[config.mk]
export PLATFORM = sky130hd
export DESIGN_NAME = emp_power_ctrl
export DESIGN_NICKNAME = d
export VERILOG_FILES = /design/src/logic/emp_pkg.sv /design/src/logic/emp_power_ctrl.sv
export SDC_FILE = /design/constraint.sdc
export NUM_CORES = 1
export LEC_CHECK = 0
export BUFFER_PORTS_ARGS = -buffer_cell sky130_fd_sc_hd__buf_2
export CORE_MARGIN = 2
export CORE_UTILIZATION = 47
export DETAILED_ROUTE_END_ITERATION = 12
export PLACE_DENSITY = 0.76
export SLEW_MARGIN = 0
export SYNTH_ARGS = -nofsm -noshare
export SYNTH_HDL_FRONTEND = slang
export SYNTH_SLANG_ARGS = --single-unit
[constraint.sdc]
create_clock -name core_clk -period 2.2 [get_ports core_clk]
set_clock_uncertainty 0.1 [all_clocks]
set_input_delay 0.33 -clock core_clk [delete_from_list [all_inputs] [get_ports core_clk]]
set_output_delay 0.33 -clock core_clk [all_outputs]
set_load 0.03 [all_outputs]
[src/logic/emp_pkg.sv]
// Purpose: Shared constants and types for the energy mode power domain controller
// Assumes: 100 MHz core clock, 32-bit Avalon-MM register bus
// Notes:   Offsets are byte addresses of aligned words
package emp_pkg;

    // ------------------------------------------------------------
    // Energy modes and voltage levels
    // ------------------------------------------------------------
    typedef enum logic [2:0] {
        EMP_RUN_MODE        = 3'h0,
        EMP_SLEEP_MODE      = 3'h1,
        EMP_DEEP_SLEEP_MODE = 3'h2,
        EMP_STOP_MODE       = 3'h3,
        EMP_SHUTOFF_MODE    = 3'h4
    } emp_mode_type;

    typedef enum logic [1:0] {
        EMP_VOLTAGE_LEVEL_LOW  = 2'h0,
        EMP_VOLTAGE_LEVEL_MID  = 2'h1,
        EMP_VOLTAGE_LEVEL_HIGH = 2'h2
    } emp_level_type;

    // Sequencer states, one-hot
    typedef enum logic [4:0] {
        EMP_ST_RUN     = 5'h01,
        EMP_ST_ENTER   = 5'h02,
        EMP_ST_LOW     = 5'h04,
        EMP_ST_RAMP    = 5'h08,
        EMP_ST_WAKE    = 5'h10
    } emp_state_type;

    // ------------------------------------------------------------
    // Domain switch bundle
    // ------------------------------------------------------------
    typedef struct packed {
        logic alwaysOn;
        logic baseRetention;
        logic auxB;
        logic auxC;
        logic auxD;
        logic sharedAux;
        logic active;
    } emp_domains_type;

    // ------------------------------------------------------------
    // Register map
    // ------------------------------------------------------------
    localparam logic [5:0] EMP_CTRL_OFFSET    = 6'h00;
    localparam logic [5:0] EMP_STATUS_OFFSET  = 6'h04;
    localparam logic [5:0] EMP_PERIPH_OFFSET  = 6'h08;
    localparam logic [5:0] EMP_RAM_OFFSET     = 6'h0c;
    localparam logic [5:0] EMP_IRQ_OFFSET     = 6'h10;
    localparam logic [5:0] EMP_MASK_OFFSET    = 6'h14;
    localparam logic [5:0] EMP_BUCK_OFFSET    = 6'h18;

    // CTRL fields
    localparam int EMP_CTRL_MODE_LSB    = 0;
    localparam int EMP_CTRL_RUNLVL_LSB  = 4;
    localparam int EMP_CTRL_LOWLVL_LSB  = 8;
    // IRQ bits
    localparam int EMP_IRQ_LOWSUPPLY    = 0;
    localparam int EMP_IRQ_WAKE         = 1;
    localparam int EMP_IRQ_BYPASSDONE   = 2;
    localparam int EMP_IRQ_WIDTH        = 3;

    // Reset values
    localparam logic [1:0] EMP_RUNLVL_RESET = 2'h2;
    localparam logic [1:0] EMP_LOWLVL_RESET = 2'h0;
    localparam logic [1:0] EMP_SOFT_STEP_RESET = 2'h0;

    // Timing
    localparam int EMP_CLK_MHZ          = 100;
    localparam int EMP_SETTLE_NS        = 500;
    localparam int EMP_SETTLE_CYC       = (EMP_SETTLE_NS * EMP_CLK_MHZ + 999) / 1000;
    localparam int EMP_SOFT_STEP_NS     = 200;
    localparam int EMP_SOFT_STEP_CYC    = (EMP_SOFT_STEP_NS * EMP_CLK_MHZ + 999) / 1000;
    localparam int EMP_SOFT_STEPS       = 8;

endpackage

[src/logic/emp_power_ctrl.sv]
// Purpose: Energy mode sequencer driving domain switches and core voltage level
// Assumes: One core clock; software writes modes over Avalon-MM
// Notes:   Notes on behaviour are listed below
//
// Notes on behaviour
// - Always-on domain stays powered in every mode, shutoff included.
// - Shutoff mode powers down all low-power group domains.
// - Base retention domain powered in run, sleep, deep-sleep and stop.
// - In deep-sleep or stop, aux domain powered if a hosted peripheral enabled.
// - Aux domain powered down when none of its peripherals is enabled.
// - Shared aux domain on whenever aux b, c or d is in use.
// - Active domain always powered in run and sleep.
// - Active domain powered down in deep-sleep, stop and shutoff.
// - Unlisted peripherals live on the active domain.
// - Two level selections: one for run/sleep, one for deep-sleep/stop.
// - Run/sleep level resets to the highest level.
// - Lowest level selectable for deep-sleep and stop.
// - Mode transitions switch target level automatically.
// - Software may power down unused RAM blocks.
// - Low-supply monitor event raises an interrupt for bypass.
// - Soft switching at boot and on regulate-to-bypass moves.
//
// The implementer's own choices: the Avalon-MM interface to the registers and the register offsets.
`timescale 1ns/100ps

module emp_power_ctrl #(
    parameter int RAM_BLOCKS = 8
) (
    // Clock and reset
    input  wire logic                        core_clk,
    input  wire logic                        rst_n,
    // Avalon-MM slave
    input  wire logic [5:0]                  avs_address,
    input  wire logic                        avs_read,
    input  wire logic                        avs_write,
    input  wire logic [31:0]                 avs_writedata,
    input  wire logic [3:0]                  avs_byteenable,
    output logic      [31:0]                 avs_readdata,
    output logic                             avs_waitrequest,
    output logic      [1:0]                  avs_response,
    // Peripheral enables of aux domains b, c, d
    input  wire logic [2:0]                  auxPeriphEn,
    // Wake event and supply monitor, from pins
    input  wire logic                        wakeRequest,
    input  wire logic                        lowSupplyPin,
    // Power switches and regulator
    output emp_pkg::emp_domains_type         domainPower,
    output emp_pkg::emp_level_type           voltageTarget,
    output logic      [RAM_BLOCKS-1:0]       ramPower,
    output logic                             buckBypass,
    output logic      [2:0]                  softStep,
    output logic                             coreRelease,
    output logic                             irq
);
    import emp_pkg::*;

    // ------------------------------------------------------------
    // Registers
    // ------------------------------------------------------------
    emp_mode_type                mode_reg;
    emp_level_type               runLevel_reg;
    emp_level_type               lowLevel_reg;
    logic [RAM_BLOCKS-1:0]       ram_reg;
    logic [2:0]                  auxEnReg;
    logic [EMP_IRQ_WIDTH-1:0]    irqStat_reg;
    logic [EMP_IRQ_WIDTH-1:0]    irqMask_reg;
    logic                        bypassReq_reg;
    emp_state_type               state_reg;
    logic [15:0]                 timer_reg;
    logic [2:0]                  step_reg;
    logic                        bypass_reg;
    logic                        booted_reg;
    logic                        readPend_reg;
    logic [31:0]                 rdata_reg;
    logic [1:0]                  wakeSync_reg;
    logic [1:0]                  lowSync_reg;
    logic                        lowPrev_reg;

    logic wakeSeen;
    logic lowRise;
    logic wrCtrl;
    logic wrPeriph;
    logic wrRam;
    logic wrMask;
    logic wrBuck;
    logic rdIrq;
    logic mapped;
    logic bypassDone;
    logic [31:0] rdMux;
    logic [EMP_IRQ_WIDTH-1:0] irqSet;
    logic lowModeReq;

    // ------------------------------------------------------------
    // Input synchronisers
    // ------------------------------------------------------------
    // Pins come from outside the clock domain
    always_ff @(posedge core_clk) begin
        if (!rst_n) begin
            wakeSync_reg <= 2'h0;
            lowSync_reg  <= 2'h0;
            lowPrev_reg  <= 1'b0;
        end else begin
            wakeSync_reg <= {wakeSync_reg[0], wakeRequest};
            lowSync_reg  <= {lowSync_reg[0], lowSupplyPin};
            lowPrev_reg  <= lowSync_reg[1];
        end
    end

    assign wakeSeen = wakeSync_reg[1];
    assign lowRise  = lowSync_reg[1] & ~lowPrev_reg;

    // ------------------------------------------------------------
    // Bus decode
    // ------------------------------------------------------------
    // Writes complete in the request cycle; reads take one wait cycle
    always_comb begin
        mapped = 1'b1;
        if (avs_address == EMP_CTRL_OFFSET) begin
            rdMux = {20'h0, 2'h0, lowLevel_reg, 2'h0, runLevel_reg, 1'b0, mode_reg};
        end else if (avs_address == EMP_STATUS_OFFSET) begin
            rdMux = {16'h0, booted_reg, bypass_reg, coreRelease, state_reg,
                     1'b0, domainPower};
        end else if (avs_address == EMP_PERIPH_OFFSET) begin
            rdMux = 32'h0;
            rdMux[2:0] = auxEnReg;
        end else if (avs_address == EMP_RAM_OFFSET) begin
            rdMux = 32'h0;
            rdMux[RAM_BLOCKS-1:0] = ram_reg;
        end else if (avs_address == EMP_IRQ_OFFSET) begin
            rdMux = {29'h0, irqStat_reg};
        end else if (avs_address == EMP_MASK_OFFSET) begin
            rdMux = {29'h0, irqMask_reg};
        end else if (avs_address == EMP_BUCK_OFFSET) begin
            rdMux = {31'h0, bypassReq_reg};
        end else begin
            rdMux  = 32'h0;
            mapped = 1'b0;
        end
    end

    assign wrCtrl   = avs_write && avs_byteenable[0] && avs_address == EMP_CTRL_OFFSET;
    assign wrPeriph = avs_write && avs_byteenable[0] && avs_address == EMP_PERIPH_OFFSET;
    assign wrRam    = avs_write && avs_byteenable[0] && avs_address == EMP_RAM_OFFSET;
    assign wrMask   = avs_write && avs_byteenable[0] && avs_address == EMP_MASK_OFFSET;
    assign wrBuck   = avs_write && avs_byteenable[0] && avs_address == EMP_BUCK_OFFSET;
    assign rdIrq    = avs_read && readPend_reg && avs_address == EMP_IRQ_OFFSET;

    assign avs_waitrequest = avs_read && !readPend_reg;

    // Read data captured one cycle after the request
    always_ff @(posedge core_clk) begin
        if (!rst_n) begin
            readPend_reg <= 1'b0;
            rdata_reg    <= 32'h0;
            avs_response <= 2'h0;
        end else begin
            readPend_reg <= avs_read && !readPend_reg;
            if (avs_read && !readPend_reg) begin
                rdata_reg    <= rdMux;
                avs_response <= mapped ? 2'h0 : 2'h2;
            end else if (avs_write) begin
                avs_response <= mapped ? 2'h0 : 2'h2;
            end
        end
    end

    assign avs_readdata = rdata_reg;

    // ------------------------------------------------------------
    // Software configuration
    // ------------------------------------------------------------
    // Modes and levels; reserved level code falls back to high
    always_ff @(posedge core_clk) begin
        if (!rst_n) begin
            mode_reg     <= EMP_RUN_MODE;
            runLevel_reg <= EMP_VOLTAGE_LEVEL_HIGH;
            lowLevel_reg <= EMP_VOLTAGE_LEVEL_LOW;
        end else begin
            if (wrCtrl) begin
                if (avs_writedata[2:0] <= 3'h4) begin
                    mode_reg <= emp_mode_type'(avs_writedata[2:0]);
                end
                // Separate run and low-mode selections
                runLevel_reg <= (avs_writedata[5:4] == 2'h3) ? EMP_VOLTAGE_LEVEL_HIGH
                                : emp_level_type'(avs_writedata[5:4]);
                lowLevel_reg <= (avs_writedata[9:8] == 2'h3) ? EMP_VOLTAGE_LEVEL_HIGH
                                : emp_level_type'(avs_writedata[9:8]);
            end else if (state_reg == EMP_ST_WAKE && timer_reg == 16'h0) begin
                // Wake returns software to run mode
                mode_reg <= EMP_RUN_MODE;
            end
        end
    end

    // Peripheral enables are the OR of pin enables and register enables
    always_ff @(posedge core_clk) begin
        if (!rst_n) begin
            auxEnReg <= 3'h0;
            ram_reg  <= '1;
            irqMask_reg   <= '0;
            bypassReq_reg <= 1'b0;
        end else begin
            if (wrPeriph) begin
                auxEnReg <= avs_writedata[2:0];
            end
            if (wrRam) begin
                ram_reg <= avs_writedata[RAM_BLOCKS-1:0];
            end
            if (wrMask) begin
                irqMask_reg <= avs_writedata[EMP_IRQ_WIDTH-1:0];
            end
            if (wrBuck) begin
                bypassReq_reg <= avs_writedata[0];
            end
        end
    end

    assign ramPower = ram_reg;

    // ------------------------------------------------------------
    // Sequencer
    // ------------------------------------------------------------
    assign lowModeReq = mode_reg != EMP_RUN_MODE && mode_reg != EMP_SLEEP_MODE;

    always_ff @(posedge core_clk) begin
        if (!rst_n) begin
            state_reg <= EMP_ST_RUN;
            timer_reg <= 16'(EMP_SETTLE_CYC);
        end else begin
            case (state_reg)
                EMP_ST_RUN: begin
                    if (lowModeReq && booted_reg) begin
                        state_reg <= EMP_ST_ENTER;
                        timer_reg <= 16'(EMP_SETTLE_CYC);
                    end
                end
                EMP_ST_ENTER: begin
                    if (timer_reg != 16'h0) begin
                        timer_reg <= timer_reg - 16'h1;
                    end else begin
                        state_reg <= EMP_ST_LOW;
                    end
                end
                EMP_ST_LOW: begin
                    // Shutoff leaves only through reset
                    if (wakeSeen && mode_reg != EMP_SHUTOFF_MODE) begin
                        state_reg <= EMP_ST_RAMP;
                        timer_reg <= 16'(EMP_SETTLE_CYC);
                    end
                end
                EMP_ST_RAMP: begin
                    // Run level settles first, then the active domain
                    if (timer_reg != 16'h0) begin
                        timer_reg <= timer_reg - 16'h1;
                    end else begin
                        state_reg <= EMP_ST_WAKE;
                        timer_reg <= 16'(EMP_SETTLE_CYC);
                    end
                end
                EMP_ST_WAKE: begin
                    if (timer_reg != 16'h0) begin
                        timer_reg <= timer_reg - 16'h1;
                    end else begin
                        state_reg <= EMP_ST_RUN;
                    end
                end
                default: begin
                    state_reg <= EMP_ST_RUN;
                end
            endcase
        end
    end

    // ------------------------------------------------------------
    // Domain and level outputs
    // ------------------------------------------------------------
    // Registered so switches never glitch on bus writes
    always_ff @(posedge core_clk) begin
        if (!rst_n) begin
            domainPower   <= '{alwaysOn: 1'b1, baseRetention: 1'b1, active: 1'b1,
                               default: 1'b0};
            voltageTarget <= EMP_VOLTAGE_LEVEL_HIGH;
            coreRelease   <= 1'b0;
        end else begin
            domainPower.alwaysOn <= 1'b1;
            if (state_reg == EMP_ST_LOW && mode_reg == EMP_SHUTOFF_MODE) begin
                domainPower.baseRetention <= 1'b0;
                domainPower.auxB          <= 1'b0;
                domainPower.auxC          <= 1'b0;
                domainPower.auxD          <= 1'b0;
                domainPower.sharedAux     <= 1'b0;
            end else begin
                domainPower.baseRetention <= 1'b1;
                // Aux domains follow their peripheral enables
                domainPower.auxB      <= auxEnReg[0] | auxPeriphEn[0];
                domainPower.auxC      <= auxEnReg[1] | auxPeriphEn[1];
                domainPower.auxD      <= auxEnReg[2] | auxPeriphEn[2];
                domainPower.sharedAux <= |(auxEnReg | auxPeriphEn);
            end
            // Unlisted peripherals share the active switch
            domainPower.active <= state_reg == EMP_ST_RUN ||
                                  state_reg == EMP_ST_WAKE;
            // Level follows the mode without software action
            if (state_reg == EMP_ST_LOW) begin
                voltageTarget <= lowLevel_reg;
            end else begin
                voltageTarget <= runLevel_reg;
            end
            coreRelease <= state_reg == EMP_ST_RUN && booted_reg;
        end
    end

    // ------------------------------------------------------------
    // Buck soft switching
    // ------------------------------------------------------------
    // Steps the drive strength up at boot and down before bypass, one step per cycle; leaving bypass restores step 7 at once
    always_ff @(posedge core_clk) begin
        if (!rst_n) begin
            step_reg   <= 3'h0;
            bypass_reg <= 1'b0;
            booted_reg <= 1'b0;
        end else begin
            if (!booted_reg) begin
                step_reg <= step_reg + 3'h1;
                if (step_reg == 3'(EMP_SOFT_STEPS - 1)) begin
                    booted_reg <= 1'b1;
                end
            end else if (bypassReq_reg && !bypass_reg) begin
                step_reg <= step_reg - 3'h1;
                if (step_reg == 3'h1) begin
                    bypass_reg <= 1'b1;
                end
            end else if (!bypassReq_reg && bypass_reg) begin
                bypass_reg <= 1'b0;
                step_reg   <= 3'h7;
            end
        end
    end

    assign softStep   = step_reg;
    assign buckBypass = bypass_reg;
    assign bypassDone = bypassReq_reg && !bypass_reg && step_reg == 3'h1 && booted_reg;

    // ------------------------------------------------------------
    // Interrupts
    // ------------------------------------------------------------
    assign irqSet = {bypassDone, state_reg == EMP_ST_WAKE && timer_reg == 16'h0, lowRise};

    // Set wins; a read clears only the bits it returned, so no event is lost
    always_ff @(posedge core_clk) begin
        if (!rst_n) begin
            irqStat_reg <= '0;
        end else begin
            irqStat_reg <= (irqStat_reg & ~(rdIrq ? rdata_reg[EMP_IRQ_WIDTH-1:0] : '0))
                           | irqSet;
        end
    end

    assign irq = |(irqStat_reg & irqMask_reg);

endmodule

==> impl_metrics.toml <==
[yosys]
synth_compound_area_share_pct = 17.4
synthCells = 474
ys_top_cells_by_area = "dfxtp_1 41%, mux2i_1 7.5%, nor2_1 5.4%"
ys_warn_count = 0
ys_seq_area_share_pct = 41.5
ys.flop_type = "dfxtp_1"
ys_async_sr_fraction_pct = 0
synthMuxAreaShare_pct = 7.50
ys_types = 58
synth_seq_cells = 83
synthAdderAreaFrac_pct = 1.56
synth_top_cell_area_share_pct = 41.5
synth_top_family_by_area = "simple AND/OR/NAND/NOR gates"
synth_largest_area_cell = "dfxtp_1"
synth_common_cells = "83 x dfxtp_1, 58 x nor2_1, 42 x nand2_1"
syn_avg_cell_area_um2 = 8.45
post_synth_xor_area_fraction_pct = 0.875
syn_area_um2 = 4010
synth_most_common_cell = "dfxtp_1"
synth_edf_count = 0
yosys.area_share.simple_pct = 23.4

[final_layout]
final_cells = 669
fin_util_pct = 58.4
finalNetCount = 615
drive_above_1_share_pct = 25.2
stdcell_area_um2 = 4820
area_growth_pct = 20.4
fillers = 756
diodes = 0

[status]
run_status = "finished clean"

[floorplanning]
die_w_um = 96.3
core.rowCount = 33
die_y_um = 96.3
initial_core_util_pct = 48.5
core_um2 = 8260
die_area_um2 = 9280
ios = 109

[setup_path]
crit_type = "flop to flop"
critPathBufInv = 0
critPathSlowestCell = "or4_1"
cp_cell_sequence = "or4_1 -> or4b_4 -> or4_1 -> a21oi_1"
cp_max_fo = 5
startpoint_type = "flop"
critical_path.most_common_cell = "or4_1"
required_ps = 2400
cp_top_family = "simple AND/OR/NAND/NOR gates"
max_stage_delay_ps = 590
critPathCaptureType = "flop"
arrival_ps = 2360

[flow_run]
cap_violations = 0

[clocking]
htreeDepth = 3
root_buffer = "clkbuf_8"
cts_sinks = 83
clk_pin_slew_ps = 90
insertion_delay_ps = 370
cts_buffers = 9
max-clock-path-buffers = 2
cts_tree = "yes"

[drt]
post-route-drc-count = 0
wire_per_inst_um = 15.0
drtIter0Drc = 162
vias = 3695
routed_wirelength_um = 10000
routed_via_density = 5.52
ant_nets = 0
first_pass_iters = 5

[placement]
place.gp.congestion = 0.869
dp_hpwl_um = 6950
port_buffers = 65
dp_cells = 650
dpl_cell_area_um2 = 4550

[sta]
tightestPinTransition_ps = 481
max_freq_mhz = 462
slew_headroom_pct = 67.5
hold_slack_ps = 69.9
period_share_pct = 98.5
drv_slew = 0
finalCriticalPeriod_ps = 2170
setup_viol_count_final = 0
hold_viol_final = 0

[global_route]
grt_pass1_wl_um = 15500
grt_overflow_total = 0
grt_max_degree = 26
grt_usage_pct = 21.4
grt_pass1_vias = 3273
antenna_found_initial = 0

[pwr]
p_switching_uw = 946
combPwrFrac_pct = 14.4
p_per_area_nw_per_um2 = 636
seq_power_share_pct = 50.6
internal-power_uw = 2120
switching_share_pct = 30.8
pwr-share-clk_pct = 35.0
peakVddDrop_v = 0.000305
p_leak_uw = 0.00201

[hold_path]
hold_class = "input port to flop"
## routing by layer
metal | wire [µm] | share of wire [%] | track usage (%) | vias up
li1 | - | - | - | 1838
met1 | 4560 | 45 | 28.8 | 1712
met2 | 4670 | 47 | 34.8 | 131
met3 | 649 | 6.5 | 3.52 | 14
met4 | 154 | 1.5 | 6.92 | 0
met5 | 0 | 0 | 0 | -
## area by class of cell
type	instances	area [µm²]	area share, %
clock buffer	9	124	2.57
tap	105	131	2.72
sequential	83	1670	34.5
inverter	17	63.8	1.32
clock inverter	7	71.3	1.48
timing repair buffer	103	627	13.0
multi-input combinational	345	2140	44.4
## cells in the final DEF, fill, tap and decap left out, types with 9 or more instances in the layout
cell type  synthesis  routed
dfxtp_1           83      80
mux2i_1           30      30
buf_2              5      65
clkbuf_8           0       9
conb_1             2      18
o21ai_0           15      14
a21oi_1           34      32
inv_1             15      15
nand3_1           20      20
nand2_1           42      42
or4_1             13      13
nor2_1            58      58
buf_4             18      36
## stage by stage
step                setup slack, ps  setup TNS [ps]  power, µW
floorplan                      30.5               0       1870
global placement               78.1               0       1980
detailed placement             13.1               0       1990
CTS                            9.09               0       3060
global route                  -17.9            -110       3190
finish                         34.0               0       3070
## path summary, 6_finish.rpt
check / slack, ps / end / cells after the start / startpoint
max: 30 / timer_reg[11] / 4 / timer_reg[7]
min: 70 / wakeSync_reg[0] / 2 / wakeRequest
max reg2reg: 30 / timer_reg[11] / 4 / timer_reg[7]
min reg2reg: 350 / lowSync_reg[1] / 1 / lowSync_reg[0]
## power groups by stage
stage               combinational [µW]  sequential [µW]  clock, µW
finish                             442             1550       1070
global route                       480             1560       1160
CTS                                412             1550       1100
detailed placement                 408             1590          0
global placement                   395             1590          0
floorplan                          267             1610          0
## kinds of logic (layout without fill, tap and decap cells)
group	after synthesis	after routing
xor gates and xnor gates	4	4
DFF	83	83
AOI/OAI and AO/OA	105	105
adders and majority gates	5	5
and+or+nand+nor	183	183
muxes	30	30
other	2	18
buffers and inverters	62	136
## what timing repair did
item | in CTS | in global routing
setup endpoints to repair | 1 | 15
pin swaps | 0 | 10
resized for setup | 1 | 18
buffers inserted | 0 | 1
hold buffers | 0 | 0
gates cloned | 0 | 3
(Power assumes the default switching activity.)
